$ cat config.mk
export PLATFORM = sky130hd
export DESIGN_NAME = lrtc_core
export DESIGN_NICKNAME = d
export VERILOG_FILES = /design/src/rtl/lrtc_pkg.sv /design/src/rtl/lrtc_core.sv
export SDC_FILE = /design/constraint.sdc
export NUM_CORES = 1
export LEC_CHECK = 0
export ABC_CLOCK_PERIOD_IN_PS = 2650
export BUFFER_PORTS_ARGS = -buffer_cell sky130_fd_sc_hd__buf_4
export CAP_MARGIN = 25
export CORE_MARGIN = 2
export CORE_UTILIZATION = 41
export DETAILED_ROUTE_END_ITERATION = 12
export HOLD_SLACK_MARGIN = 0.1
export SYNTH_ARGS = -nofsm -noshare
export SYNTH_HDL_FRONTEND = slang
export SYNTH_SLANG_ARGS = --single-unit
export TNS_END_PERCENT = 10
$ cat constraint.sdc
create_clock -name aclk -period 2.65 [get_ports aclk]
set_input_delay 0 -clock aclk [delete_from_list [all_inputs] [get_ports aclk]]
set_output_delay 0 -clock aclk [all_outputs]
set_load 0.005 [all_outputs]
$ cat src/rtl/lrtc_pkg.sv
package lrtc_pkg;

  localparam int ADDR_W = 8;
  localparam int DATA_W = 32;

  // register indices, byte address is four times the index
  localparam logic [4:0] IDX_CTRL = 5'h00;
  localparam logic [4:0] IDX_SYNC = 5'h01;
  localparam logic [4:0] IDX_LVL = 5'h02;
  localparam logic [4:0] IDX_FLAG = 5'h03;
  localparam logic [4:0] IDX_COUNT_BYTE0 = 5'h04;
  localparam logic [4:0] IDX_PERIOD_BYTE0 = 5'h08;
  localparam logic [4:0] IDX_PERIOD_BYTE2 = 5'h0a;
  localparam logic [4:0] IDX_PERIOD_BYTE3 = 5'h0b;
  localparam logic [4:0] IDX_CMP0 = 5'h0c;
  localparam logic [4:0] IDX_CLKSEL = 5'h10;
  localparam logic [4:0] IDX_LAST = 5'h10;

  // byte groups of the 32-bit values, low byte first
  localparam logic [2:0] GRP_CNT = 3'h1;
  localparam logic [2:0] GRP_PER = 3'h2;
  localparam logic [2:0] GRP_CMP = 3'h3;
  localparam logic [1:0] BYTE_HI = 2'h3;

  // field positions
  localparam int CTRL_EN_BIT = 0;
  localparam int SYNC_BUSY_BIT = 0;
  localparam int SYNC_CAP_BIT = 4;
  localparam int FLAG_OVF_BIT = 0;
  localparam int FLAG_CMP_BIT = 1;
  localparam int CLKSEL_SLOW_BIT = 0;

  // reset values
  localparam logic [31:0] WORD_RST = 32'h0000_0000;
  localparam logic [7:0] BYTE_RST = 8'h00;
  localparam logic [3:0] LVL_RST = 4'h0;

  // interrupt vector word offsets
  localparam logic [7:0] VEC_OVF_OFS = 8'h00;
  localparam logic [7:0] VEC_CMP_OFS = 8'h02;

  localparam logic [1:0] RESP_OKAY = 2'h0;
  localparam logic [1:0] RESP_SLVERR = 2'h2;

  // clock rates in Hz
  localparam int ACLK_HZ = 200_000_000;
  localparam int XTAL_HZ = 32768;
  localparam int FAST_HZ = 1024;
  localparam int SLOW_HZ = 1;

  // timing counts in aclk cycles or counter ticks
  localparam logic [3:0] CTRL_SYNC_CYCLES = 4'h4;
  localparam logic [3:0] CNT_WR_SYNC_CYCLES = 4'hc;
  localparam logic [3:0] CAPTURE_CYCLES = 4'h8;
  localparam logic [1:0] SUPPRESS_TICKS = 2'h2;

  typedef struct packed {
    logic [1:0] comp_level;
    logic [1:0] ovf_level;
    logic comp_req;
    logic ovf_req;
  } lrtc_irq_type;

  typedef struct packed {
    logic comp_event;
    logic ovf_event;
    logic comp_wake;
    logic ovf_wake;
  } lrtc_evt_type;

endpackage

$ cat src/rtl/lrtc_core.sv
`timescale 1ns/1ps
// Behaviour
// 32-bit count increments on each counter tick while running
// counter tick from 32.768kHz source, divided to 1.024kHz or 1Hz
// enable bit 0 of control starts counting after crossing into counter domain
// no counting while period is zero, even when enabled
// count equal to period loads zero next tick and sets overflow flag
// count equal to compare sets compare flag next tick, interrupt if enabled
// compare above period never gives compare request or event
// events every third match at period 0, every second at 1
// flags clear on vector execution or on writing one
// two-bit level fields enable interrupts and set priority
// capture bit copies count to bus side, self-clears after eight cycles
// sync busy set while control or count write is crossing
// top count byte write loads new count within 12 cycles
// count byte writes ignored while sync busy
// period writes only taken with enable and sync busy both zero
// top count byte write blocks flags and wake-ups two ticks
// period byte write blocks overflow flag and wake-up two ticks
// top compare byte write blocks flags and wake-ups two ticks
// partner keeps register clock over eight or twelve times tick rate
// software writes zero to reserved bits
// period bytes two and three hold bits 23:16 and 31:24
// overflow vector at offset 0x00, compare vector at 0x02
// value bytes ordered low byte first
// overflow and compare wake-up outputs on matches
module lrtc_core #(
  parameter int ADDR_W = lrtc_pkg::ADDR_W,
  parameter int DIV_FAST = lrtc_pkg::XTAL_HZ / lrtc_pkg::FAST_HZ,
  parameter int DIV_SLOW = lrtc_pkg::XTAL_HZ / lrtc_pkg::SLOW_HZ
) (
  input wire logic aclk,
  input wire logic aresetn,
  input wire logic [ADDR_W-1:0] s_axi_awaddr,
  input wire logic s_axi_awvalid,
  output logic s_axi_awready,
  input wire logic [31:0] s_axi_wdata,
  input wire logic [3:0] s_axi_wstrb,
  input wire logic s_axi_wvalid,
  output logic s_axi_wready,
  output logic [1:0] s_axi_bresp,
  output logic s_axi_bvalid,
  input wire logic s_axi_bready,
  input wire logic [ADDR_W-1:0] s_axi_araddr,
  input wire logic s_axi_arvalid,
  output logic s_axi_arready,
  output logic [31:0] s_axi_rdata,
  output logic [1:0] s_axi_rresp,
  output logic s_axi_rvalid,
  input wire logic s_axi_rready,
  input wire logic xtal_in,
  input wire logic vector_ack,
  input wire logic [7:0] vector_ack_ofs,
  output lrtc_pkg::lrtc_irq_type irq_out,
  output lrtc_pkg::lrtc_evt_type evt_out
);

  localparam int DIV_W = $clog2(DIV_SLOW + 1);

  logic xtal_s1_ff, xtal_s2_ff, xtal_s3_ff;
  logic xtal_rise;
  logic [DIV_W-1:0] div_ff;
  logic [DIV_W-1:0] div_lim;
  logic tick_ff;
  logic clk_sel_ff;
  logic aw_held_ff, w_held_ff, awready_ff, wready_ff, bvalid_ff;
  logic [1:0] bresp_ff;
  logic [ADDR_W-1:0] awaddr_ff;
  logic [7:0] wdata_ff;
  logic wstrb_ff;
  logic arready_ff, rvalid_ff;
  logic [1:0] rresp_ff;
  logic [31:0] rdata_ff;
  logic wr_do, wr_map, wr_en, rd_map;
  logic [4:0] wr_idx, rd_idx;
  logic [7:0] nxt_rd_byte;
  logic ctrl_en_ff, en_run_ff;
  logic [3:0] lvl_ff;
  logic [3:0] busy_cnt_ff, cap_cnt_ff;
  logic ctrl_pend_ff, cnt_pend_ff;
  logic sync_busy, sync_apply, cap_busy;
  logic ctrl_wr, cnt_wr, cnt_launch, per_try, per_wr, cmp_hi_wr, cap_start, cnt_load;
  logic [31:0] cnt_ff, cnt_stage_ff, cnt_view_ff, per_ff, cmp_ff;
  logic [1:0] sup_all_ff, sup_ovf_ff;
  logic run, ovf_match, cmp_match;
  logic [1:0] hit_set, flag_clr, evt_mod;
  logic [1:0] flag_ff, req_ff, evt_ff, wake_ff;
  logic [1:0] evt_div_ff [2];

  // crystal edge seen through two flops
  always_ff @(posedge aclk) begin
    if (!aresetn) begin
      xtal_s1_ff <= 1'h0;
      xtal_s2_ff <= 1'h0;
      xtal_s3_ff <= 1'h0;
    end else begin
      xtal_s1_ff <= xtal_in;
      xtal_s2_ff <= xtal_s1_ff;
      xtal_s3_ff <= xtal_s2_ff;
    end
  end
  assign xtal_rise = xtal_s2_ff & ~xtal_s3_ff;

  // crystal prescaler
  assign div_lim = clk_sel_ff ? DIV_W'(DIV_SLOW - 1) : DIV_W'(DIV_FAST - 1);
  always_ff @(posedge aclk) begin
    if (!aresetn) begin
      div_ff <= '0;
      tick_ff <= 1'h0;
    end else begin
      tick_ff <= 1'h0;
      if (xtal_rise) begin
        if (div_ff >= div_lim) begin
          div_ff <= '0;
          tick_ff <= 1'h1;
        end else begin
          div_ff <= div_ff + DIV_W'(1);
        end
      end
    end
  end

  // bus write side: address and data taken in either order
  assign wr_do = aw_held_ff & w_held_ff & ~bvalid_ff;
  assign wr_idx = awaddr_ff[6:2];
  assign wr_map = (awaddr_ff[ADDR_W-1:7] == '0) && (wr_idx <= lrtc_pkg::IDX_LAST);
  assign wr_en = wr_do & wr_map & wstrb_ff;
  always_ff @(posedge aclk) begin
    if (!aresetn) begin
      aw_held_ff <= 1'h0;
      w_held_ff <= 1'h0;
      awready_ff <= 1'h1;
      wready_ff <= 1'h1;
      bvalid_ff <= 1'h0;
      bresp_ff <= lrtc_pkg::RESP_OKAY;
      awaddr_ff <= '0;
      wdata_ff <= lrtc_pkg::BYTE_RST;
      wstrb_ff <= 1'h0;
    end else begin
      if (s_axi_awvalid && awready_ff) begin
        awaddr_ff <= s_axi_awaddr;
        aw_held_ff <= 1'h1;
        awready_ff <= 1'h0;
      end
      if (s_axi_wvalid && wready_ff) begin
        wdata_ff <= s_axi_wdata[7:0];
        wstrb_ff <= s_axi_wstrb[0];
        w_held_ff <= 1'h1;
        wready_ff <= 1'h0;
      end
      if (wr_do) begin
        aw_held_ff <= 1'h0;
        w_held_ff <= 1'h0;
        bvalid_ff <= 1'h1;
        bresp_ff <= wr_map ? lrtc_pkg::RESP_OKAY : lrtc_pkg::RESP_SLVERR;
      end
      if (bvalid_ff && s_axi_bready) begin
        bvalid_ff <= 1'h0;
        awready_ff <= 1'h1;
        wready_ff <= 1'h1;
      end
    end
  end

  // read mux; R23 low byte first within each value
  assign rd_idx = s_axi_araddr[6:2];
  assign rd_map = (s_axi_araddr[ADDR_W-1:7] == '0) && (rd_idx <= lrtc_pkg::IDX_LAST);
  always_comb begin
    nxt_rd_byte = lrtc_pkg::BYTE_RST;
    if (rd_map) begin
      case (rd_idx[4:2])
        lrtc_pkg::GRP_CNT: nxt_rd_byte = cnt_view_ff[8*rd_idx[1:0] +: 8];
        lrtc_pkg::GRP_PER: nxt_rd_byte = per_ff[8*rd_idx[1:0] +: 8];
        lrtc_pkg::GRP_CMP: nxt_rd_byte = cmp_ff[8*rd_idx[1:0] +: 8];
        default: begin
          case (rd_idx)
            lrtc_pkg::IDX_CTRL: nxt_rd_byte = {7'h00, ctrl_en_ff};
            lrtc_pkg::IDX_SYNC: nxt_rd_byte = {3'h0, cap_busy, 3'h0, sync_busy};
            lrtc_pkg::IDX_LVL: nxt_rd_byte = {4'h0, lvl_ff};
            lrtc_pkg::IDX_FLAG: nxt_rd_byte = {6'h00, flag_ff};
            lrtc_pkg::IDX_CLKSEL: nxt_rd_byte = {7'h00, clk_sel_ff};
            default: nxt_rd_byte = lrtc_pkg::BYTE_RST;
          endcase
        end
      endcase
    end
  end

  always_ff @(posedge aclk) begin
    if (!aresetn) begin
      arready_ff <= 1'h1;
      rvalid_ff <= 1'h0;
      rresp_ff <= lrtc_pkg::RESP_OKAY;
      rdata_ff <= lrtc_pkg::WORD_RST;
    end else begin
      if (s_axi_arvalid && arready_ff) begin
        arready_ff <= 1'h0;
        rvalid_ff <= 1'h1;
        rdata_ff <= {24'h00_0000, nxt_rd_byte};
        rresp_ff <= rd_map ? lrtc_pkg::RESP_OKAY : lrtc_pkg::RESP_SLVERR;
      end
      if (rvalid_ff && s_axi_rready) begin
        rvalid_ff <= 1'h0;
        arready_ff <= 1'h1;
      end
    end
  end

  // write decode
  assign ctrl_wr = wr_en && (wr_idx == lrtc_pkg::IDX_CTRL);
  assign cnt_wr = wr_en && (wr_idx[4:2] == lrtc_pkg::GRP_CNT) && !sync_busy;
  assign cnt_launch = cnt_wr && (wr_idx[1:0] == lrtc_pkg::BYTE_HI);
  assign per_try = wr_en && (wr_idx[4:2] == lrtc_pkg::GRP_PER);
  // period only while disabled and idle
  assign per_wr = per_try && !ctrl_en_ff && !sync_busy;
  assign cmp_hi_wr = wr_en && (wr_idx == {lrtc_pkg::GRP_CMP, lrtc_pkg::BYTE_HI});
  assign cap_start = wr_en && (wr_idx == lrtc_pkg::IDX_SYNC) && !cap_busy &&
                     wdata_ff[lrtc_pkg::SYNC_CAP_BIT];

  // levels, clock select and software enable view
  always_ff @(posedge aclk) begin
    if (!aresetn) begin
      ctrl_en_ff <= 1'h0;
      lvl_ff <= lrtc_pkg::LVL_RST;
      clk_sel_ff <= 1'h0;
    end else begin
      if (ctrl_wr) ctrl_en_ff <= wdata_ff[lrtc_pkg::CTRL_EN_BIT];
      if (wr_en && wr_idx == lrtc_pkg::IDX_LVL) lvl_ff <= wdata_ff[3:0];
      if (wr_en && wr_idx == lrtc_pkg::IDX_CLKSEL) begin
        clk_sel_ff <= wdata_ff[lrtc_pkg::CLKSEL_SLOW_BIT];
      end
    end
  end

  // busy window models the crossing into the counter domain
  assign sync_busy = (busy_cnt_ff != 4'h0);
  assign sync_apply = (busy_cnt_ff == 4'h1);
  assign cnt_load = sync_apply && cnt_pend_ff;
  always_ff @(posedge aclk) begin
    if (!aresetn) begin
      busy_cnt_ff <= 4'h0;
      ctrl_pend_ff <= 1'h0;
      cnt_pend_ff <= 1'h0;
      en_run_ff <= 1'h0;
    end else begin
      if (sync_busy) busy_cnt_ff <= busy_cnt_ff - 4'h1;
      if (sync_apply) begin
        ctrl_pend_ff <= 1'h0;
        cnt_pend_ff <= 1'h0;
      end
      // enable reaches the counter after the crossing
      if (sync_apply && ctrl_pend_ff) en_run_ff <= ctrl_en_ff;
      // count launch gives the longest window
      if (cnt_launch) begin
        busy_cnt_ff <= lrtc_pkg::CNT_WR_SYNC_CYCLES;
        cnt_pend_ff <= 1'h1;
      end else if (ctrl_wr && busy_cnt_ff < lrtc_pkg::CTRL_SYNC_CYCLES) begin
        busy_cnt_ff <= lrtc_pkg::CTRL_SYNC_CYCLES;
      end
      if (ctrl_wr) ctrl_pend_ff <= 1'h1;
    end
  end

  // count capture into the bus-side copy
  assign cap_busy = (cap_cnt_ff != 4'h0);
  always_ff @(posedge aclk) begin
    if (!aresetn) begin
      cap_cnt_ff <= 4'h0;
      cnt_view_ff <= lrtc_pkg::WORD_RST;
    end else if (cap_start) begin
      cap_cnt_ff <= lrtc_pkg::CAPTURE_CYCLES;
    end else if (cap_busy) begin
      cap_cnt_ff <= cap_cnt_ff - 4'h1;
      if (cap_cnt_ff == 4'h1) cnt_view_ff <= cnt_ff;
    end
  end

  // staged count bytes, blocked while busy; R21 period bytes 2 and 3
  always_ff @(posedge aclk) begin
    if (!aresetn) begin
      cnt_stage_ff <= lrtc_pkg::WORD_RST;
      per_ff <= lrtc_pkg::WORD_RST;
      cmp_ff <= lrtc_pkg::WORD_RST;
    end else begin
      if (cnt_wr) cnt_stage_ff[8*wr_idx[1:0] +: 8] <= wdata_ff;
      if (per_wr) per_ff[8*wr_idx[1:0] +: 8] <= wdata_ff;
      if (wr_en && wr_idx[4:2] == lrtc_pkg::GRP_CMP) cmp_ff[8*wr_idx[1:0] +: 8] <= wdata_ff;
    end
  end

  // two-tick blocking windows
  always_ff @(posedge aclk) begin
    if (!aresetn) begin
      sup_all_ff <= 2'h0;
      sup_ovf_ff <= 2'h0;
    end else begin
      if (cnt_launch || cnt_load || cmp_hi_wr) sup_all_ff <= lrtc_pkg::SUPPRESS_TICKS;
      else if (tick_ff && sup_all_ff != 2'h0) sup_all_ff <= sup_all_ff - 2'h1;
      if (per_wr) sup_ovf_ff <= lrtc_pkg::SUPPRESS_TICKS;
      else if (tick_ff && sup_ovf_ff != 2'h0) sup_ovf_ff <= sup_ovf_ff - 2'h1;
    end
  end

  // needs enable and nonzero period
  assign run = en_run_ff && (per_ff != lrtc_pkg::WORD_RST);
  assign ovf_match = (cnt_ff == per_ff);
  // compare beyond period is never a match
  assign cmp_match = (cnt_ff == cmp_ff) && (cmp_ff <= per_ff);

  // count with wrap, new count load wins over a tick
  always_ff @(posedge aclk) begin
    if (!aresetn) begin
      cnt_ff <= lrtc_pkg::WORD_RST;
    end else if (cnt_load) begin
      cnt_ff <= cnt_stage_ff;
    end else if (tick_ff && run) begin
      cnt_ff <= ovf_match ? lrtc_pkg::WORD_RST : cnt_ff + 32'h0000_0001;
    end
  end

  // flags set on the tick that leaves the matching count
  assign hit_set[lrtc_pkg::FLAG_OVF_BIT] = tick_ff && run && ovf_match && !cnt_load &&
                                           sup_all_ff == 2'h0 && sup_ovf_ff == 2'h0;
  assign hit_set[lrtc_pkg::FLAG_CMP_BIT] = tick_ff && run && cmp_match && !cnt_load &&
                                           sup_all_ff == 2'h0;
  // clear by vector execution or by writing one
  assign flag_clr[lrtc_pkg::FLAG_OVF_BIT] =
      (vector_ack && vector_ack_ofs == lrtc_pkg::VEC_OVF_OFS) ||
      (wr_en && wr_idx == lrtc_pkg::IDX_FLAG && wdata_ff[lrtc_pkg::FLAG_OVF_BIT]);
  assign flag_clr[lrtc_pkg::FLAG_CMP_BIT] =
      (vector_ack && vector_ack_ofs == lrtc_pkg::VEC_CMP_OFS) ||
      (wr_en && wr_idx == lrtc_pkg::IDX_FLAG && wdata_ff[lrtc_pkg::FLAG_CMP_BIT]);
  // events thinned when the period is too short to cross cleanly
  assign evt_mod = (per_ff == 32'h0000_0000) ? 2'h2 :
                   (per_ff == 32'h0000_0001) ? 2'h1 : 2'h0;

  for (genvar i = 0; i < 2; i++) begin : g_src
    always_ff @(posedge aclk) begin
      if (!aresetn) begin
        flag_ff[i] <= 1'h0;
        req_ff[i] <= 1'h0;
        wake_ff[i] <= 1'h0;
        evt_ff[i] <= 1'h0;
        evt_div_ff[i] <= 2'h0;
      end else begin
        // set wins over a clear in the same cycle
        flag_ff[i] <= (flag_ff[i] & ~flag_clr[i]) | hit_set[i];
        // request while flag set and level nonzero
        req_ff[i] <= flag_ff[i] && (lvl_ff[2*i +: 2] != 2'h0);
        // wake-up pulse on each accepted match
        wake_ff[i] <= hit_set[i];
        evt_ff[i] <= 1'h0;
        if (hit_set[i]) begin
          if (evt_div_ff[i] >= evt_mod) begin
            evt_div_ff[i] <= 2'h0;
            evt_ff[i] <= 1'h1;
          end else begin
            evt_div_ff[i] <= evt_div_ff[i] + 2'h1;
          end
        end
      end
    end
  end

  assign s_axi_awready = awready_ff;
  assign s_axi_wready = wready_ff;
  assign s_axi_bvalid = bvalid_ff;
  assign s_axi_bresp = bresp_ff;
  assign s_axi_arready = arready_ff;
  assign s_axi_rvalid = rvalid_ff;
  assign s_axi_rdata = rdata_ff;
  assign s_axi_rresp = rresp_ff;
  assign irq_out.comp_level = lvl_ff[3:2];
  assign irq_out.ovf_level = lvl_ff[1:0];
  assign irq_out.comp_req = req_ff[1];
  assign irq_out.ovf_req = req_ff[0];
  assign evt_out.comp_event = evt_ff[1];
  assign evt_out.ovf_event = evt_ff[0];
  assign evt_out.comp_wake = wake_ff[1];
  assign evt_out.ovf_wake = wake_ff[0];
endmodule

# Word-level counts from Yosys, hierarchy flattened
# Memories as Yosys holds them, arrays and structs flattened.
# Index checks and enable logic that the tools add are counted.
[word_totals]
output_inout_bits = 51
memories = 1
mem_bits_rw = 4
register_bits = 245
inputBits = 69
[mem_list]
columns = ["name", "words", "width", "rd", "rd_ports_with_merged_regs", "wr", "line_no", "rtl"]
rows = [
  ["evt_div_ff", 2, 2, 2, 0, 2, "lrtc_core.sv:88", "logic [1:0] evt_div_ff [2];"],
]
[op_classes]
bitwise_logic = 21
add_sub_neg = 9
n_reduce_logical = 80
mux = 49
eq_ne = 22
shift = 5
n_lt_le_gt_ge = 7
[op_table]
columns = ["op", "n"]
rows = [
  ["32-bit bitwise mux", 3],
  ["32-bit 2-to-1 mux", 3],
  ["32-bit by 6-bit indexed part select with 8-bit output", 3],
  ["32-bit == test", 2],
  ["1-bit logical AND", 43],
  ["5-bit negation with 34-bit output", 1],
  ["8-bit by 34-bit variable shift with 32-bit output (first input constant)", 1],
  ["8-bit by 34-bit indexed part select with 32-bit output", 1],
  ["32-bit by 1-bit adder with 32-bit output (second input constant)", 1],
  ["32-bit by 1-bit == test with 1-bit output (second input constant)", 1],
  ["32-bit less-or-equal comparator", 1],
  ["32-bit logical NOT", 1],
  ["32-bit nonzero test", 1],
  ["5-bit case mux with 5 select lines", 1],
  ["8-bit case mux with 3 select lines", 1],
  ["1-bit 2-to-1 mux", 22],
  ["2-bit 2-to-1 mux", 11],
  ["5-bit by 2-bit == test with 1-bit output (second input constant)", 4],
  ["4-bit 2-to-1 mux", 5],
  ["2-bit nonzero test", 10],
  ["16-bit by 1-bit adder with 16-bit output (second input constant)", 1],
  ["16-bit by 15-bit >= comparator with 1-bit output", 1],
  ["16-bit 2-to-1 mux", 1],
  ["15-bit 2-to-1 mux", 1],
  ["other kinds (29)", 73],
]

# Depth between registers and ports, before layout
[logic_depth]
word_depth = 12
ltp_mapped = 10

# Worst setup path after synthesis
# No wires, ideal clock.
[synth_path]
path_type = "register -> register"
start = "register per_ff[30]"
end = "memory evt_div_ff[1][0], enable pin"
t_required_ns = 2.351
n_path_buf = 0
t_arrival_ns = 2.078
slack_ns = 0.273
setup_time_ns = 0.299
path_stages_with_launch = 9
path_cell_list = "dfxtp_1 > inv_1 > ha_1 > nand4_1 > nand4bb_1 > nor4b_1 > nor2_1 > nor4_1 > nand2b_1"
[synth_lines]
columns = ["item", "line_no", "rtl"]
rows = [
  ["from (decl)", "lrtc_core.sv:83", "logic [31:0] cnt_ff, cnt_stage_ff, cnt_view_ff, per_ff, cmp_ff;"],
  ["from (signal assigned)", "lrtc_core.sv:282", "per_ff <= lrtc_pkg::WORD_RST;"],
  ["from (signal, indexed assignment)", "lrtc_core.sv:286", "if (per_wr) per_ff[8*wr_idx[1:0] +: 8] <= wdata_ff;"],
  ["to (decl)", "lrtc_core.sv:88", ""],
]

# Final worst setup path
[layout_path]
start = "register per_ff[11]"
end = "register flag_ff[1]"
[layout_between]
elab_chain_len = 7
elab_cells_between_ends = 9
cone_classes = "order compare (1); bitwise (1); reduce/logical (7)"
[layout_lines]
columns = ["item", "line_no", "rtl"]
rows = [
  ["parallel branches: the longest is 3 deep, another holds 32-bit less-or-equal comparator", "--", ""],
  ["1-bit logical AND * (3 in a row)", "lrtc_core.sv:324", "assign hit_set[lrtc_pkg::FLAG_CMP_BIT] = tick_ff && run && cmp_match && !cnt_load &&"],
  ["1-bit bitwise OR *", "lrtc_core.sv:347", "flag_ff[i] <= (flag_ff[i] & ~flag_clr[i]) | hit_set[i];"],
  ["to (signal, indexed assignment)", "lrtc_core.sv:347", ""],
  ["to (decl)", "lrtc_core.sv:87", "logic [1:0] flag_ff, req_ff, evt_ff, wake_ff;"],
]
# Mark *: on every way between the ends.
# A chain may end at the register's enable or synchronous reset.

==> run metrics <==
vias per cell=5.50; Synth Flop Type=dfxtp_1; Starting Density=0.417; die area=approximately 34000 um^2; Reg power frac=0.420; Worst R2R Setup Slack=70 ps; Core Region=31600 um^2; Worst slew margin=0.381; WHS Path Cells=4; first-pass GRT wire length=around 68000 um; Starting DRT DRC Count=slightly above 1000; Routed WL=44100 um; sequential element share of the synthesized area=0.376; Hold Path Sink=wdata_ff[3]$_SDFFE_PN0P_; Die H=roughly 180 um; gpl congestion=0.973; leading cell types in the layout, fill and taps excluded=nor2_1 (252), dfxtp_1 (240), nand2_1 (237), a21oi_1 (236), buf_4 (204); Top Family by Delay on Critical Path=simple AND/OR/NAND/NOR gates; leading cell type in the layout, fill and taps excluded=nor2_1; Final Slew Violations=0; DP Area=14600 um^2; synthesized flop and latch total=between 200 and 250; initial antenna violation count=0; critical-path maximum fanout=5; HP Class=primary input to flop; Final setup viols=0; Worst Min Path Start=s_axi_wdata[3]; routed vias=12500; combinational power share=0.095; Max Clock Freq=388 MHz; M1 GR Usage=0.337; WL/cell=19.3 um; Worst path max stage delay=490 ps; NetSw=2290 uW; crit path time final=2580 ps; Final HPWL DP=approximately 32000 um; PwrDens=565 nW/um^2; Synth cell types=73; Crit Reg-Reg Endpoint=flag_ff[1]$_SDFF_PN0_; DRC violations left=0; buffers plus inverters on the worst setup path=4; clk_lat worst skew=between 500 and 600 ps; Int Pwr=6930 uW; Fin Clk Skew=between 10 and 15 ps; status=finished, final reports clean; ys async rst share=0; reg2reg start=per_ff[11]$_SDFFE_PN0P_; Crit Path Class=flop to flop; switch share=0.248; area grow syn2layout=23.8%; CTS sink count=245; Layout Nets=1986; period utilization=0.973; GRT busiest layer=met2; max-cap check violation count=0; most used cell, CP=buf_4; Peak VDD IR=roughly 0.51 mV; buffers added on ports=62; Ports=120; CTS tree=yes; required time of the worst setup path=3090 ps; GR Util met2=0.425; Row Count=65; number of CTS-inserted buffers=28; crit-path cells=buf_4 > nor4_1 > nand4_1 > o311a_1 > nand4_1 > nor4_1 > buf_4 > buf_4 > buf_4 > a31oi_1 > nor2_1; DRT Pass-1 Iters=7; Clk network pwr share=0.485; Mapped Area=~13000 um^2; Max clock buf depth=3; root buf cell=clkbuf_16; GRT Total Usage=0.261; Syn Inst Count=1684; Clock transition at path regs=60 ps; Diodes inserted=0; Crit-path slowest cell=o311a_1; H-tree depth=1; Die Width=183 um; share of the synthesized area in the top cell type=0.367; Worst Max-Slew Pin Slew=926 ps; grt ovf=0; fraction of layout cells with a size suffix above 1=0.155; GR Util met3=0.0371; Crit path arrival time=3020 ps; Pleak=0.00646 uW; Crit. End Element=flop; Worst Reg-to-Reg Cells=11; mean post-synth cell area=slightly below 8 um^2; fin area=16300 um^2; area leader, netlist=dfxtp_1; total power=~9200 uW; number of global-route vias before repair=11900; Hold Vio Cnt, Final=0; Post-synth EDFFs=4; antenna-violating nets left=0; dominant cells by area after synthesis=dfxtp_1 (37%), a21oi_1 (9.0%), nor2_1 (7.2%); crit start category=flop; synth warn=0; largest net degree at the start of global routing=54; fillers=3006
-- power groups by stage --
stage	Combinational, uW	Clock, uW	Sequential, uW
detailed placement	803	0	3950
global placement	795	0	3950
finish	875	4460	3870
CTS	864	4520	3870
global route	956	4680	3880
floorplan	565	0	3900
-- through the flow --
step,setup TNS [ps],std cells,utilization,worst slack (ps),hold WS [ps]
after floorplan,0,1709,-,273,100
after global placement,-18.4,2173,0.463,-10.1,204
after detailed placement,-255,2173,0.463,-77.0,208
after CTS,0,2277,0.514,10.8,232
after global routing,-6.40,2281,0.517,-3.84,270
final,0,2281,0.517,70.9,258
-- flip-flops by register name (all words and copies together), names as in the netlist, 6 cells and up --
signal	cells
cmp_ff	32
wdata_ff	8
div_ff	16
cnt_stage_ff	32
cnt_ff	32
cnt_view_ff	32
per_ff	32
s_axi_rdata	8
awaddr_ff	6
-- final cells by class --
type | instances | area [um^2] | area share
multi-input combinational | 1270 | 7500 | 0.460
clock inverter | 20 | 309 | 0.0190
tap | 402 | 503 | 0.0309
timing repair buffer | 257 | 2070 | 0.127
inverter | 55 | 211 | 0.0130
clock buffer | 32 | 757 | 0.0464
sequential | 245 | 4950 | 0.303
-- cells in the mapped netlist, types with 3 or more instances --
master    count
mux4_2        8
mux2i_1      38
xor2_1       46
nor4b_1       5
dfxtp_1     241
clkbuf_1     69
or3_1         3
nor3b_1       5
and2_1       11
a221oi_1      6
and4_1       10
nand3_1      43
o21a_1        3
edfxtp_1      4
ha_1         60
clkbuf_2      3
nor3_1        9
nor2b_1       8
and3_1       15
a22oi_1      10
o211ai_1      9
o311a_1       3
nor2_1      252
nand4_1      52
o21ai_0      33
o31ai_1       4
a31oi_1       7
buf_4        33
nor4_1       28
inv_1        54
a221o_1       4
buf_1         8
nand2_1     237
nand2b_1      9
a21oi_1     236
buf_2        26
xnor2_1      45
-- worst reg2reg max path, cell delays in order (launching register included) --
cell	delay [ps]
dfxtp_1	310
buf_4	150
nor4_1	460
nand4_1	250
o311a_1	490
nand4_1	110
nor4_1	60
buf_4	170
buf_4	130
buf_4	140
a31oi_1	150
nor2_1	60
-- cells by family (layout without fill, tap and decap cells) --
kind of cell	count (synthesis)	count (layout)	share of synthesized area
XOR/XNOR	91	91	0.0606
AO/OA/AOI/OAI	342	342	0.148
buffers and inverters	194	364	0.0675
flip-flops	245	245	0.376
AND/OR/NAND/NOR	703	703	0.247
other	1	26	0.000285
adder cells (fa/ha/maj)	60	60	0.0570
multiplexers	48	48	0.0443
-- metal layers --
metal | up-vias | share of wire
met5 | - | 0
met4 | 0 | 0.053
met3 | 118 | 0.064
met2 | 439 | 0.45
met1 | 5884 | 0.43
li1 | 6107 | -
-- how the worst max path moves through the flow --
stage,start,to,slack [ps],depth (start not counted)
6_report,per_ff[11]$_SDFFE_PN0P_,flag_ff[1]$_SDFF_PN0_,70,11
3_3_place_gp,per_ff[27]$_SDFFE_PN0P_,evt_div_ff[1][0]$_SDFFCE_PN0P_,-10,11
3_5_place_dp,per_ff[27]$_SDFFE_PN0P_,evt_div_ff[1][0]$_SDFFCE_PN0P_,-80,11
2_1_floorplan,per_ff[30]$_SDFFE_PN0P_,evt_div_ff[1][0]$_SDFFCE_PN0P_,270,8
4_1_cts,per_ff[3]$_SDFFE_PN0P_,evt_div_ff[1][0]$_SDFFCE_PN0P_,10,9
5_1_grt,per_ff[30]$_SDFFE_PN0P_,evt_div_ff[1][0]$_SDFFCE_PN0P_,-4,11
-- what timing repair did --
item	in CTS	in global routing
hold buffers	52	0
buffers inserted	0	4
pin swaps	0	5
endpoints found under the setup margin	4	27
resized for setup	3	12
endpoints found under the hold margin	61	0
Power figures use the tool's default switching activity.
